<file path="config.mk">
export PLATFORM = sky130hd
export DESIGN_NAME = curtain_status
export DESIGN_NICKNAME = d
export VERILOG_FILES = /design/src/hw/curtain_pkg.sv /design/src/hw/code_seq_gen.sv /design/src/hw/curtain_status.sv
export SDC_FILE = /design/constraint.sdc
export NUM_CORES = 1
export LEC_CHECK = 0
export ABC_AREA = 1
export BUFFER_PORTS_ARGS = -buffer_cell sky130_fd_sc_hd__buf_2
export CAP_MARGIN = 0
export CORE_AREA = 2 2 138 140
export CTS_CLUSTER_SIZE = 40
export DETAILED_ROUTE_END_ITERATION = 7
export DIE_AREA = 0 0 140 142
export GPL_TIMING_DRIVEN = 0
export PLACE_DENSITY_LB_ADDON = 0.1
export RECOVER_POWER = 25
export SKIP_CTS_REPAIR_TIMING = 1
export SYNTH_ARGS = -nofsm -noshare
export SYNTH_HDL_FRONTEND = slang
export SYNTH_SLANG_ARGS = --single-unit
</file>
<file path="constraint.sdc">
create_clock -name clock -period 2 [get_ports clock]
set_input_delay 0.2 -clock clock [delete_from_list [all_inputs] [get_ports clock]]
set_output_delay 0.2 -clock clock [all_outputs]
set_load 0.05 [all_outputs]
</file>
<file path="src/hw/curtain_pkg.sv">
// Shared constants and carriers for the light curtain receiver status block.
// Assumes a single 250 MHz clock; times are converted to cycles here.
package curtain_pkg;

	// ------------------------------------------------------------
	// Register port
	// ------------------------------------------------------------
	localparam int ADDR_W = 8;
	localparam int DATA_W = 32;
	localparam logic [ADDR_W-1:0] PARAM_OFS  = 8'h00;
	localparam logic [ADDR_W-1:0] STATUS_OFS = 8'h04;
	localparam int SEL_BIT   = 0;
	localparam int FAULT_BIT = 1;
	localparam int ST_LSB    = 0;
	localparam int WEAK_BIT  = 4;
	localparam int CLEAR_BIT = 5;
	localparam logic SEL_RST   = 1'b0;
	localparam logic FAULT_RST = 1'b1;

	typedef struct packed {
		logic [ADDR_W-1:0] addr;
		logic [DATA_W-1:0] wdata;
		logic              wr;
		logic              rd;
	} busReq_s;

	// ------------------------------------------------------------
	// Timing
	// ------------------------------------------------------------
	localparam int CLK_KHZ         = 250000;
	localparam int RESTART_SHORT_MS = 100;
	localparam int RESTART_LONG_MS  = 500;
	localparam int SELFTEST_MS      = 10;
	localparam int FLASH_HALF_MS    = 125;
	localparam int RESTART_SHORT_CYC = RESTART_SHORT_MS * CLK_KHZ;
	localparam int RESTART_LONG_CYC  = RESTART_LONG_MS * CLK_KHZ;
	localparam int SELFTEST_CYC      = SELFTEST_MS * CLK_KHZ;
	localparam int FLASH_HALF_CYC    = FLASH_HALF_MS * CLK_KHZ;

	// ------------------------------------------------------------
	// Operating states and safety code
	// ------------------------------------------------------------
	typedef enum logic [3:0] {
		ST_SELFTEST = 4'b0001,
		ST_OFF      = 4'b0010,
		ST_RESTART  = 4'b0100,
		ST_ON       = 4'b1000
	} opState_e;

	localparam int CODE_LEN = 8;
	localparam int CODE_IDX_W = 3;
	// Arbitrary per-unit code table, nibble 0 sent first
	localparam logic [4*CODE_LEN-1:0] CODE_TABLE = 32'h5A3C_96E1;

endpackage

</file>
<file path="src/hw/code_seq_gen.sv">
// Safety code sequencer: steps through the per-unit code table on each poll.
// Assumes step pulses come from logic on the same clock.
`timescale 1ns/10ps
`default_nettype none
module code_seq_gen #(
	parameter logic [4*curtain_pkg::CODE_LEN-1:0] TABLE = curtain_pkg::CODE_TABLE
) (
	input  wire logic       clock,
	input  wire logic       rst_n,
	input  wire logic       clkEn,
	input  wire logic       run,
	input  wire logic       step,
	output logic [3:0]      safeCode
);
	import curtain_pkg::*;

	logic [3:0]            codeMem [CODE_LEN];
	logic [CODE_IDX_W-1:0] idx_r;

	genvar g;
	generate
		for (g = 0; g < CODE_LEN; g++) begin : g_tab
			assign codeMem[g] = TABLE[4*g +: 4];
		end
	endgenerate

	// Out of the ON state the code collapses to zero, which the monitor reads as off
	always_ff @(posedge clock) begin
		if (!rst_n) begin
			idx_r    <= '0;
			safeCode <= 4'h0;
		end else if (clkEn) begin
			if (!run) begin
				idx_r    <= '0;
				safeCode <= 4'h0;
			end else if (step) begin
				idx_r    <= idx_r + 1'b1;                 // RULE3
				safeCode <= codeMem[idx_r];               // RULE3
			end
		end
	end
endmodule // code_seq_gen
`default_nettype wire

</file>
<file path="src/hw/curtain_status.sv">
// Receiver status logic: self test, restart delay, lamp, fault flag, safety code.
// Assumes beam inputs arrive from the optics asynchronously; bus port is on this clock.
`timescale 1ns/10ps
`default_nettype none
// What the document requires of this block and its master
// [RULE1] Restart delay is 100 ms with select bit 0, 500 ms with 1.
// [RULE2] Fault flag reads 1 without interference, 0 after interference or periphery fault.
// [RULE3] Safe data bits carry the rotating safety code sequence, not plain values.
// [RULE4] Parameter bits are reachable only through the master's register port.
// [RULE5] The master must not use either parameter bit for safety decisions.
// [RULE6] After power-up a self test runs before normal operation.
// [RULE7] After self test the main lamp lights steadily green or red.
// [RULE8] Clear field gives the ON state with steady green lamp.
// [RULE9] Weak reception flashes green; red only once reception is lost.
// [RULE10] Master writes 1 to the fault flag, reads back; a fault clears it.
// [RULE11] Restart timer starts when field clears; ON only after continuously clear delay.
module curtain_status
	import curtain_pkg::*;
#(
	parameter int RESTART_SHORT = curtain_pkg::RESTART_SHORT_CYC,
	parameter int RESTART_LONG  = curtain_pkg::RESTART_LONG_CYC,
	parameter int SELFTEST      = curtain_pkg::SELFTEST_CYC,
	parameter int FLASH_HALF    = curtain_pkg::FLASH_HALF_CYC
) (
	input  wire logic                   clock,
	input  wire logic                   rst_n,
	input  wire logic                   clkEn,
	input  wire curtain_pkg::busReq_s   busReq,
	output logic [curtain_pkg::DATA_W-1:0] rdData,
	input  wire logic                   beamsClear,
	input  wire logic                   beamsWeak,
	input  wire logic                   interference,
	input  wire logic                   codeStep,
	output logic [3:0]                  safeCodeInputs,
	output logic                        lampGreen,
	output logic                        lampRed
);
	import curtain_pkg::*;

	// ------------------------------------------------------------
	// Input synchronisers
	// ------------------------------------------------------------
	logic [2:0] pinMeta_r;
	logic [2:0] pinSync_r;
	logic       clearS;
	logic       weakS;
	logic       faultS;

	always_ff @(posedge clock) begin
		if (!rst_n) begin
			pinMeta_r <= 3'h0;
			pinSync_r <= 3'h0;
		end else if (clkEn) begin
			pinMeta_r <= {interference, beamsWeak, beamsClear};
			pinSync_r <= pinMeta_r;
		end
	end

	assign clearS = pinSync_r[0];
	assign weakS  = pinSync_r[1];
	assign faultS = pinSync_r[2];

	// ------------------------------------------------------------
	// Parameter bits and register port
	// ------------------------------------------------------------
	logic delaySel_r;
	logic faultFlag_r;
	logic paramWr;

	function automatic logic hitOf(input logic [ADDR_W-1:0] a, input logic [ADDR_W-1:0] ofs);
		hitOf = (a == ofs);
	endfunction

	// Only the master's port sets these bits; the fault input can also clear the fault flag
	assign paramWr = busReq.wr && hitOf(busReq.addr, PARAM_OFS);  // RULE4

	always_ff @(posedge clock) begin
		if (!rst_n) begin
			delaySel_r <= SEL_RST;
		end else if (clkEn && paramWr) begin
			delaySel_r <= busReq.wdata[SEL_BIT];
		end
	end

	// A fault in the same cycle as the master's write of 1 still clears the flag
	always_ff @(posedge clock) begin
		if (!rst_n) begin
			faultFlag_r <= FAULT_RST;
		end else if (clkEn) begin
			if (faultS) begin
				faultFlag_r <= 1'b0;                              // RULE2
			end else if (paramWr) begin
				faultFlag_r <= busReq.wdata[FAULT_BIT];           // RULE10
			end
		end
	end

	// ------------------------------------------------------------
	// Operating state machine
	// ------------------------------------------------------------
	opState_e    state_r;
	opState_e    state_nxt;
	logic [31:0] cnt_r;
	logic [31:0] cnt_nxt;
	logic [31:0] restartLim;
	logic        selfDone_r;

	assign restartLim = delaySel_r ? RESTART_LONG : RESTART_SHORT;  // RULE1

	always_comb begin
		state_nxt = state_r;
		cnt_nxt   = cnt_r + 32'h1;
		unique case (state_r)
			ST_SELFTEST: begin
				if (cnt_r == SELFTEST - 1) begin
					state_nxt = ST_OFF;                               // RULE6
					cnt_nxt   = 32'h0;
				end
			end
			ST_OFF: begin
				cnt_nxt = 32'h0;
				if (clearS) begin
					state_nxt = ST_RESTART;                           // RULE11
				end
			end
			ST_RESTART: begin
				if (!clearS) begin
					state_nxt = ST_OFF;                               // RULE11
					cnt_nxt   = 32'h0;
				end else if (cnt_r == restartLim - 1) begin
					state_nxt = ST_ON;                                // RULE1
					cnt_nxt   = 32'h0;
				end
			end
			ST_ON: begin
				cnt_nxt = 32'h0;
				if (!clearS) begin
					state_nxt = ST_OFF;
				end
			end
			default: begin
				state_nxt = ST_SELFTEST;
				cnt_nxt   = 32'h0;
			end
		endcase
	end

	always_ff @(posedge clock) begin
		if (!rst_n) begin
			state_r <= ST_SELFTEST;
			cnt_r   <= 32'h0;
		end else if (clkEn) begin
			state_r <= state_nxt;
			cnt_r   <= cnt_nxt;
		end
	end

	always_ff @(posedge clock) begin
		if (!rst_n) begin
			selfDone_r <= 1'b0;
		end else if (clkEn && state_r == ST_SELFTEST && state_nxt == ST_OFF) begin
			selfDone_r <= 1'b1;
		end
	end

	// ------------------------------------------------------------
	// Main status lamp
	// ------------------------------------------------------------
	logic [31:0] flashCnt_r;
	logic        flashOn_r;

	always_ff @(posedge clock) begin
		if (!rst_n) begin
			flashCnt_r <= 32'h0;
			flashOn_r  <= 1'b1;
		end else if (clkEn) begin
			if (flashCnt_r == FLASH_HALF - 1) begin
				flashCnt_r <= 32'h0;
				flashOn_r  <= ~flashOn_r;
			end else begin
				flashCnt_r <= flashCnt_r + 32'h1;
			end
		end
	end

	// Lamps follow the next state so they never lag the state register
	always_ff @(posedge clock) begin
		if (!rst_n) begin
			lampGreen <= 1'b0;
			lampRed   <= 1'b0;
		end else if (clkEn) begin
			lampGreen <= (state_nxt == ST_ON) && (!weakS || flashOn_r);  // RULE8 RULE9
			lampRed   <= (state_nxt == ST_OFF) || (state_nxt == ST_RESTART); // RULE7 RULE9
		end
	end

	// ------------------------------------------------------------
	// Read port
	// ------------------------------------------------------------
	always_ff @(posedge clock) begin
		if (!rst_n) begin
			rdData <= '0;
		end else if (clkEn) begin
			rdData <= '0;
			if (busReq.rd && hitOf(busReq.addr, PARAM_OFS)) begin
				rdData[SEL_BIT]   <= delaySel_r;
				rdData[FAULT_BIT] <= faultFlag_r;                     // RULE10
			end else if (busReq.rd && hitOf(busReq.addr, STATUS_OFS)) begin
				rdData[ST_LSB +: 4] <= state_r;
				rdData[WEAK_BIT]    <= weakS;
				rdData[CLEAR_BIT]   <= clearS;
			end
		end
	end

	// ------------------------------------------------------------
	// Safety code
	// ------------------------------------------------------------
	code_seq_gen u_code (
		.clock    (clock),
		.rst_n    (rst_n),
		.clkEn    (clkEn),
		.run      (state_r == ST_ON),                                 // RULE3
		.step     (codeStep),
		.safeCode (safeCodeInputs)
	);
endmodule // curtain_status
`default_nettype wire

</file>
* Word level (Yosys, flattened, before mapping)
Memories as Yosys holds them, arrays and structs flattened.
Cells that the tools add are included.
** Cells by class
- Divide/modulo/power cells :: 0
- Muxes and demuxes :: 23
- Add/subtract/negate cells :: 4
- Bitwise logic cells :: 2
- Shifts and indexed selects :: 0
- Equality and inequality tests :: 12
- $mul :: 0
- Magnitude comparators :: 1
- Reductions and logical operators :: 13
** Operator list (number)
- two-way mux 32 bit :: 4
- adder 32 x 1 -> 32 bit (second input constant) :: 2
- one-hot mux 32 bit (2 select lines) :: 1
- two-way mux 4 bit :: 10
- equality test 32 x 22 -> 1 bit (second input constant) :: 1
- equality test 32 x 25 -> 1 bit (second input constant) :: 1
- equality test 32 bit :: 1
- subtractor 27 x 1 -> 28 bit (second input constant) :: 1
- two-way mux 27 bit :: 1
- one-hot mux 4 bit (4 select lines) :: 1
- equality test 4 x 2 -> 1 bit (second input constant) :: 2
- equality test 4 x 3 -> 1 bit (second input constant) :: 2
- equality test 4 bit (second input constant) :: 2
- equality test 8 x 3 -> 1 bit (second input constant) :: 1
- zero test 8 bit :: 1
- two-way mux 3 bit :: 2
- two-way mux 6 bit :: 1
- AND reduction 2 bit :: 3
- logical AND 1 bit :: 5
- equality test 4 x 1 -> 1 bit (second input constant) :: 1
- >= comparator 4 bit (second input constant) :: 1
- inverter 3 -> 4 bit :: 1
- adder 3 x 1 -> 3 bit (second input constant) :: 1
- logical OR 1 bit :: 2
- 6 further kinds :: 7
** Storage, ports and cells
- Register bits :: 92
- RAM bits :: 0
- Input port bits :: 49
- Output and inout bits :: 38
- Bits in read-only memories :: 32
- Memories :: 1
- Latch bits :: 0
** Memory list
- (name not given) :: words 8, bits a word 4, read ports 1, clocked after memory_dff 0, wr ports 0, line code_seq_gen.sv:38 : safeCode <= codeMem[idx_r];

* Longest topological paths before layout
Gate-level depths: netlist of the first run.
- Depth in word-level cells :: 8
- Depth in mapped cells :: 13
- Depth with buffers taken out :: 11

* By module
A second synthesis of the first run with hierarchy kept.
** Unflattened totals
- Cells, all modules :: 852
- Area total of the unflattened synthesis :: 5545.3 um^2
** By module, submodules not included
- curtain_status :: times used 1, area an instance 5252.5 um^2, cells each 808
- code_seq_gen :: times used 1, area an instance 292.8 um^2, cells each 44

* Worst setup path before layout of the first run
OpenSTA, ideal clock, no wires.
- Path kind :: register to register
- Start :: register cnt_r[0]
- End :: register cnt_r[20]
- Cell stages (with the launch flop) :: 10
- Slack :: 439 ps
- Library setup time :: 115 ps
- Arrival time :: 1446 ps
- Path through :: dfxtp_1 ha_1 nand2_1 nor2_4 nand3_2 nor3_4 nand2_1 nor2_1 xor2_1 nor2_1
** On the way
- Word-level cells in the longest chain between the ends :: 4
- Elaborated cells on any way between the ends :: 7
- Classes of those cells :: add/sub: 1; eq/ne: 2; mux: 4
** Ends and longest elaborated chain
- start: declaration :: line curtain_status.sv:103 : logic [31:0] cnt_r;
- start signal: assignment :: line curtain_status.sv:154 : cnt_r <= cnt_nxt;
- adder 32 x 1 -> 32 bit or equality test 32 bit (tied branches) :: line curtain_status.sv:112, curtain_status.sv:130
- two-way mux 32 bit :: line curtain_status.sv:130 : end else if (cnt_r == restartLim - 1) begin
- two-way mux 32 bit :: line curtain_status.sv:127 : if (!clearS) begin
- one-hot mux 32 bit (2 select lines) (*) :: line curtain_status.sv:113 : unique case (state_r)
Every way passes the cells marked *; elsewhere a longest branch is shown, timed or not.
A chain may end at the register's enable or synchronous reset.

* Worst setup path after layout of the first run
- Start :: register cnt_r[1]
- End :: register cnt_r[23]
The elaborated chain is that of the path after synthesis.

==> results of run 1 <==
## area by class of cell
cell class                 count  share of cell area
buffer                        44              0.0456
inverter                     110              0.0651
timing repair buffer          34              0.0258
clock inverter                 7              0.0124
sequential                    92               0.291
multi-input combinational    633               0.479
tap                          234              0.0462
clock buffer                   9              0.0355
## per-layer routing
| layer | GRT usage | up-vias | wire, um |
|---|---|---|---|
| met1 | 0.199 | 2296 | 7450 |
| met5 | 0 | - | 0 |
| met3 | 0.0306 | 12 | 478 |
| li1 | - | 2783 | - |
| met4 | 0.0377 | 0 | 142 |
| met2 | 0.269 | 83 | 7000 |
## cell usage after synthesis (4+ instances only)
library cell,n
dfxtp_1,92
nor3_1,24
o21ai_0,19
clkbuf_1,9
nand3_1,64
inv_1,109
nor2_4,4
a21oi_1,37
nor2_1,155
nand2_1,206
buf_4,28
nand4_1,20
xnor2_1,4
nor2_2,4
xor2_1,27
## report_power, final
group | total, uW | leakage [uW] | switching [uW] | internal [uW]
logic | 398 | 0.00163 | 287 | 111
registers | 1880 | 0.000745 | 23.2 | 1860
clock network | 1800 | 0.000151 | 810 | 988
total | 4080 | 0.00252 | 1120 | 2960
## flip-flops by register name, indices dropped and copies added, names as in the netlist
signal	cells
lampGreen	1
flashOn_r	1
lampRed	1
state_r	4
u_code.idx_r	3
flashCnt_r	32
u_code.safeCode	4
cnt_r	32
pinSync_r	3
rdData	6
faultFlag_r	1
pinMeta_r	3
delaySel_r	1
## how the worst max path moves through the flow
stage	from	to	depth (start not counted)
after global routing	cnt_r[1]	cnt_r[23]	11
after detailed placement	clkEn	rdData[0]	7
after global placement	clkEn	rdData[1]	7
after CTS	cnt_r[0]	cnt_r[23]	11
after floorplan	cnt_r[0]	cnt_r[20]	9
final	cnt_r[1]	cnt_r[23]	11
## worst reg2reg max path, stage by stage, from the launching register on
cell     delay (ns)
dfxtp_1        0.39
ha_4           0.17
nand2_1        0.08
nor2_4         0.18
nand2_2        0.11
nor2_1         0.14
nand2_2        0.10
nand3_2        0.10
nand3_2        0.12
nand2_8        0.13
buf_6          0.15
nor2_1         0.05
## placed cells by master, fill, tap and decap left out, drive strengths merged, types with 2 or more instances in the layout
cell and n:
nand3 67, and3 3, o21bai 2, nand4 23, a21oi 37, o21ai 20, nor3 27, nand2 210
inv 114, nor4 2, buf 56, dfxtp 92, nor2 163, xnor2 4, nor3b 2, a311oi 2
a211oi 2, o21a 3, nand3b 3, o211ai 3, or2 2, xor2 27, conb 26, clkinv 2
ha 3, clkbuf 31
## per-stage QoR
step | util | hold slack [ns] | power, uW
floorplan | - | 0.335 | 2230
global placement | 0.325 | 0.426 | 2320
detailed placement | 0.325 | 0.429 | 2320
CTS | 0.341 | 0.0451 | 4150
global route | 0.344 | 0.0618 | 4260
finish | 0.344 | 0.0596 | 4080
## logic make-up after synthesis
kind of cell / after synthesis
DFF: 92
adders and majority gates: 3
AOI/OAI and AO/OA: 70
and+or+nand+nor: 503
xor gates and xnor gates: 31
buffers and inverters: 154
other: 1
==> results by group, run 1 <==
Cells and area
  – Layout cells sized above 1: 0.105
  – Reg area: 0.00184 mm^2
  – Fill cells: 2059
  – Nets: about 980
  – Area growth syn-to-layout: 16.2%
  – Multi-input logic area: 0.00304 mm^2
  – Fin cells: around 1200
  – Fin area: approximately 0.0063 mm^2
  – Diode count: 0

Power and ir drop
  – Max rail drop VDD: ~0.39 mV
  – Total power per unit cell area: 643 mW/mm^2
  – Pleak: 0.00252 uW

Critical path
  – Crit-path leading delay family: simple AND/OR/NAND/NOR gates
  – Critical Path Max Stage Delay: 0.39 ns
  – Arr. time, crit path: ~2.1 ns
  – CP Class: reg -> reg
  – Critical path required time: 2.25 ns
  – Crit-path max FO: 10
  – Worst reg2reg startpoint: cnt_r[1]
  – Crit. End Element: register
  – Slowest CP cell: dfxtp_1
  – Reg2Reg Depth: 11
  – Nature of the critical path startpoint: register
  – R2r endpoint: cnt_r[23]
  – Worst-path cell chain: ha_4 > nand2_1 > nor2_4 > nand2_2 > nor2_1 > nand2_2 > nand3_2 > nand3_2 > nand2_8 > buf_6 > nor2_1
  – CP Buf/Inv Count: 1
  – R2R Setup Slk: 0.17 ns

Detailed routing
  – Via Count: 5174
  – Post-Route WL: 15100 um
  – DRT antenna net count: 0
  – DR vias/cell: 4.45
  – Drt first-iter violations: 230
  – DRC: 2
  – Wire per inst: 13.0 um
  – DR pass1 iterations: 8

Clock tree
  – Skew-Pair Late Insertion Delay: 0.36 ns
  – Clock sink total: 92
  – CTS tree: done
  – CTS Buffer Depth: 2
  – Num CTS Buffers: 9
  – Clock root buffer: clkbuf_16
  – H-tree depth: 3
  – Worst-path clk slew: 0.07 ns

STA
  – Min Clock Period, post-route: 1.83 ns
  – Least-Margin Pin Slew: 0.647 ns
  – Final setup margin: 0.169 ns
  – Layout Skew: 0.00897 ns
  – Fin crit share: 0.915
  – FMAX: 546 MHz
  – Final Max Tran Viols: 0
  – Setup_tns: 0 ns
  – Finish-stage setup viols: 0
  – Fin. Hold Viols: 0
  – Slew headroom: 0.569

Global routing
  – Global-route wire length before repair: 24500 um
  – Total GRT Usage: 0.155
  – Vias in the first global route: 4865
  – Remaining global-route overflow: 0
  – Largest net degree at the start of global routing: 18
  – Initial antenna violation count: 0

Floorplan
  – Core Footprint: 0.0185 mm^2
  – Rows: 50
  – Chip height: 142 um
  – Starting density of the core: 0.296
  – Die W: 140 um
  – DIE AREA: slightly below 0.02 mm^2
  – Ports: 87

Logic synthesis
  – Most used DFF post-synth: dfxtp_1
  – Top cells by area, synth: dfxtp_1 (34%), nand2_1 (14%), nor2_1 (11%)
  – Synth Cell Area: 0.00546 mm^2
  – Syn Area/Cell: around 6.4 um^2
  – Main combinational cell family by area after synthesis: simple AND/OR/NAND/NOR gates
  – Synth Area in Adders: 0.00687
  – Synth area leader: dfxtp_1
  – Area share of the largest cell type after synthesis: 0.337
  – Synth Area in Compound Gates: 0.0706
  – Synth Area in XOR/XNOR: 0.0497
  – EDFF count, synth: 0
  – Mux contribution to synthesized area: 0
  – Post-synthesis simple-gate area fraction: 0.406
  – Yosys warnings: 0
  – Mapped Cells: 854
  – Synth cell types: 42
  – Flops & latches, synth: 92
  – Sequential-to-total area share from yosys stat: 0.337
  – Share of flip-flops with an asynchronous set or reset: 0

Placed design
  – I/O Buffers: 30
  – Detailed placement HPWL: 11700 um
  – GPL Wtd Cong: around 0.83
  – Area after DPL: 0.00600 mm^2
  – Place WS: -0.0167 ns
  – Placed insts: 1143

Worst hold path
  – Worst Hold Class: in -> reg
  – Hold Path Origin: beamsWeak
  – Worst hold path depth: 3
  – Hold EP: pinMeta_r[1]

Status
  – Run status: finished, violations left
  – Violated checks: DRC

Run
  – Max Cap Viol: 0
(Power assumes the default switching activity.)
==> run 2: changes to the inputs <==
--- a/config.mk
+++ b/config.mk
@@ -5,13 +5,13 @@
 export SDC_FILE = /design/constraint.sdc
 export NUM_CORES = 1
 export LEC_CHECK = 0
-export ABC_AREA = 1
 export BUFFER_PORTS_ARGS = -buffer_cell sky130_fd_sc_hd__buf_2
 export CAP_MARGIN = 0
-export CORE_AREA = 2 2 138 140
+export CORE_AREA = 2 2 127 129
 export CTS_CLUSTER_SIZE = 40
 export DETAILED_ROUTE_END_ITERATION = 7
-export DIE_AREA = 0 0 140 142
+export DIE_AREA = 0 0 129 131
+export GPL_ROUTABILITY_DRIVEN = 0
 export GPL_TIMING_DRIVEN = 0
 export PLACE_DENSITY_LB_ADDON = 0.1
 export RECOVER_POWER = 25
==> results by group, run 2 <==
Status
  – Run status: finished, violations left
  – Violated checks: setup timing

Clock tree
  – Skew-Pair Late Insertion Delay: 0.35 ns
  – CTS Buffer Depth: 2
  – Num CTS Buffers: 9
  – Clock root buffer: clkbuf_16
  – H-tree depth: 3
  – Worst-path clk slew: 0.07 ns
  – Clock sink total: 92
  – CTS tree: done

Logic synthesis
  – Synth Area in Adders: 0.00825
  – EDFF count, synth: 0
  – Sequential-to-total area share from yosys stat: 0.405
  – Synth Area in Compound Gates: 0.0761
  – Top-count cell post-synth: nor2_1
  – Syn Area/Cell: 8.38 um^2
  – Share of flip-flops with an asynchronous set or reset: 0
  – Top cells by area, synth: dfxtp_1 (40%), nor2_1 (7.8%), xor2_1 (6.7%)
  – Post-synthesis simple-gate area fraction: 0.303
  – Yosys warnings: 0
  – Area share of the largest cell type after synthesis: 0.405
  – Synth Area in XOR/XNOR: 0.110
  – Synth area leader: dfxtp_1
  – Synth Cell Area: 0.00455 mm^2
  – Mapped Cells: ~540
  – Main combinational cell family by area after synthesis: simple AND/OR/NAND/NOR gates
  – Top post-synthesis cells by count: nor2_1 (94), dfxtp_1 (92), nand2_1 (51), xor2_1 (35), nand3_1 (29)
  – Most used DFF post-synth: dfxtp_1
  – Synth cell types: 53
  – Flops & latches, synth: 92
  – Mux contribution to synthesized area: 0.0242

Critical path
  – R2r endpoint: cnt_r[24]
  – Critical path required time: 2.25 ns
  – Nature of the critical path startpoint: register
  – Reg2Reg Depth: 7
  – R2R Setup Slk: -0.59 ns
  – Worst-path cell chain: or4b_4 > or4_4 > o41ai_4 > o221ai_2 > o21ai_2 > buf_6 > nor2_1
  – Setup crit end: cnt_r[24]
  – Crit path from: cnt_r[11]
  – Crit-path leading delay family: simple AND/OR/NAND/NOR gates
  – Crit. End Element: register
  – Worst reg2reg startpoint: cnt_r[11]
  – Arr. time, crit path: 2.83 ns
  – CP Buf/Inv Count: 1
  – Crit-path max FO: 10
  – Crit path depth: 7
  – Critical Path Max Stage Delay: 0.55 ns
  – Slowest CP cell: or4_4
  – CP Class: reg -> reg

Worst hold path
  – Worst hold path depth: 3
  – Worst Hold Class: in -> reg

STA
  – RSZ-0062 raised after global routing: true
  – Min Clock Period, post-route: ~2.6 ns
  – Layout Skew: 0.00606 ns
  – Fin. Hold Viols: 0
  – Slew headroom: 0.540
  – Least-Margin Pin Slew: 0.690 ns
  – Fin crit share: 1.29
  – FMAX: 386 MHz
  – Final Max Tran Viols: 0
  – Worst hold slack: 0.0879 ns
  – Finish-stage setup viols: 36
  – Final setup margin: -0.588 ns

Cells and area
  – Reg area: 0.00185 mm^2
  – Commonest non-fill, non-tap cell in the layout: nor2_1
  – Core Util, Final: 0.361
  – Diode count: 0
  – Multi-input logic area: 0.00267 mm^2
  – Most frequent cells in the layout: nor2_1 (93), dfxtp_1 (88), nand2_1 (51)
  – Fill cells: 1636
  – Area growth syn-to-layout: 23.7%
  – Nets: between 600 and 700
  – Top flop regs: cnt_r: 32 flops, flashCnt_r: 32 flops, rdData: 6 flops
  – Layout cells sized above 1: 0.182

Power and ir drop
  – Reg power frac: 0.451
  – Comb pwr share: 0.092
  – Sw Share: 0.252
  – Pleak: 0.00212 uW
  – Max rail drop VDD: 0.440 mV
  – Net switching power: 1040 uW
  – Internal Power: 3100 uW
  – Total power per unit cell area: 736 mW/mm^2
  – Clock network fraction of total power: 0.457

Floorplan
  – Core Footprint: 0.0156 mm^2
  – Rows: 46
  – Starting density of the core: 0.292
  – DIE AREA: around 0.017 mm^2
  – Die W: approximately 130 um
  – Chip height: about 130 um
  – Ports: 87

Placed design
  – Detailed placement HPWL: 8280 um
  – I/O Buffers: 28

Global routing
  – Total GRT Usage: 0.143
  – Initial antenna violation count: 0
  – Global-route wire length before repair: 18900 um
  – Largest net degree at the start of global routing: 16
  – Vias in the first global route: between 3000 and 4000
  – Remaining global-route overflow: 0

Detailed routing
  – Wire per inst: about 14 um
  – Via Count: 3904
  – Drt first-iter violations: around 160
  – DRC: 0
  – DRT antenna net count: 0
  – Post-Route WL: 11600 um
  – DR vias/cell: 4.69
  – DR pass1 iterations: 5

Run
  – Max Cap Viol: 0
[run 2: how the worst min path moves through the flow]
stage                          from      endpoint  slack (ns)
final                     beamsWeak  pinMeta_r[1]        0.09
after global routing      busReq[2]    delaySel_r        0.10
after CTS                 busReq[2]    delaySel_r        0.08
after detailed placement  busReq[2]    delaySel_r        0.45
after global placement    beamsWeak  pinMeta_r[1]        0.44
after floorplan           busReq[2]    delaySel_r        0.34
[run 2: power by group through the flow]
stage                     clock, uW  combinational (uW)  sequential (uW)
after floorplan                   0                 283             1920
after global placement            0                 368             1910
after detailed placement          0                 368             1910
after CTS                      1960                 369             1870
after global routing           2030                 410             1870
final                          1890                 381             1870
[run 2: metal layers]
metal	wire length (um)	vias up	GRT usage
met4	197	0	0.0531
met1	5640	1822	0.195
met2	5310	78	0.224
met3	432	15	0.0305
li1	-	1989	-
met5	0	-	0
[run 2: cells by family (layout without fill, tap and decap cells)]
kind of cell	Yosys count	count (layout)
xor gates and xnor gates	57	57
DFF	92	92
AOI/OAI and AO/OA	48	48
other	1	26
buffers and inverters	57	106
adders and majority gates	3	3
and+or+nand+nor	274	274
muxes	11	11
[run 2: worst reg2reg max path: cells and delay by family (launching register included)]
family / cells / cell delay (ns)
AND/OR/NAND/NOR: 3 / 1.15
flip-flops: 1 / 0.37
AO/OA/AOI/OAI: 3 / 0.78
buffers and inverters: 1 / 0.18
[run 2: final cells by class]
type / count / area share
repair buffers: 33 / 0.0289
well taps: 216 / 0.0480
multi-input cells: 419 / 0.474
inverters: 8 / 0.00533
flip-flops and latches: 92 / 0.328
clock buffers: 10 / 0.0424
plain buffers: 49 / 0.0575
clock inverters: 6 / 0.0153
[run 2: through the flow]
| stage | cell area (um^2) | power, uW | worst slack, ns | setup TNS (ns) | cells |
|---|---|---|---|---|---|
| 4_1_cts | 5420 | 4200 | -0.715 | -32.00 | 828 |
| 2_1_floorplan | 4680 | 2210 | -0.312 | -9.20 | 568 |
| 3_5_place_dp | 5090 | 2280 | -0.684 | -35.16 | 812 |
| 3_3_place_gp | 5090 | 2280 | -0.644 | -35.23 | 812 |
| 5_1_grt | 5630 | 4310 | -0.632 | -20.16 | 833 |
| 6_report | 5630 | 4140 | -0.588 | -19.28 | 833 |
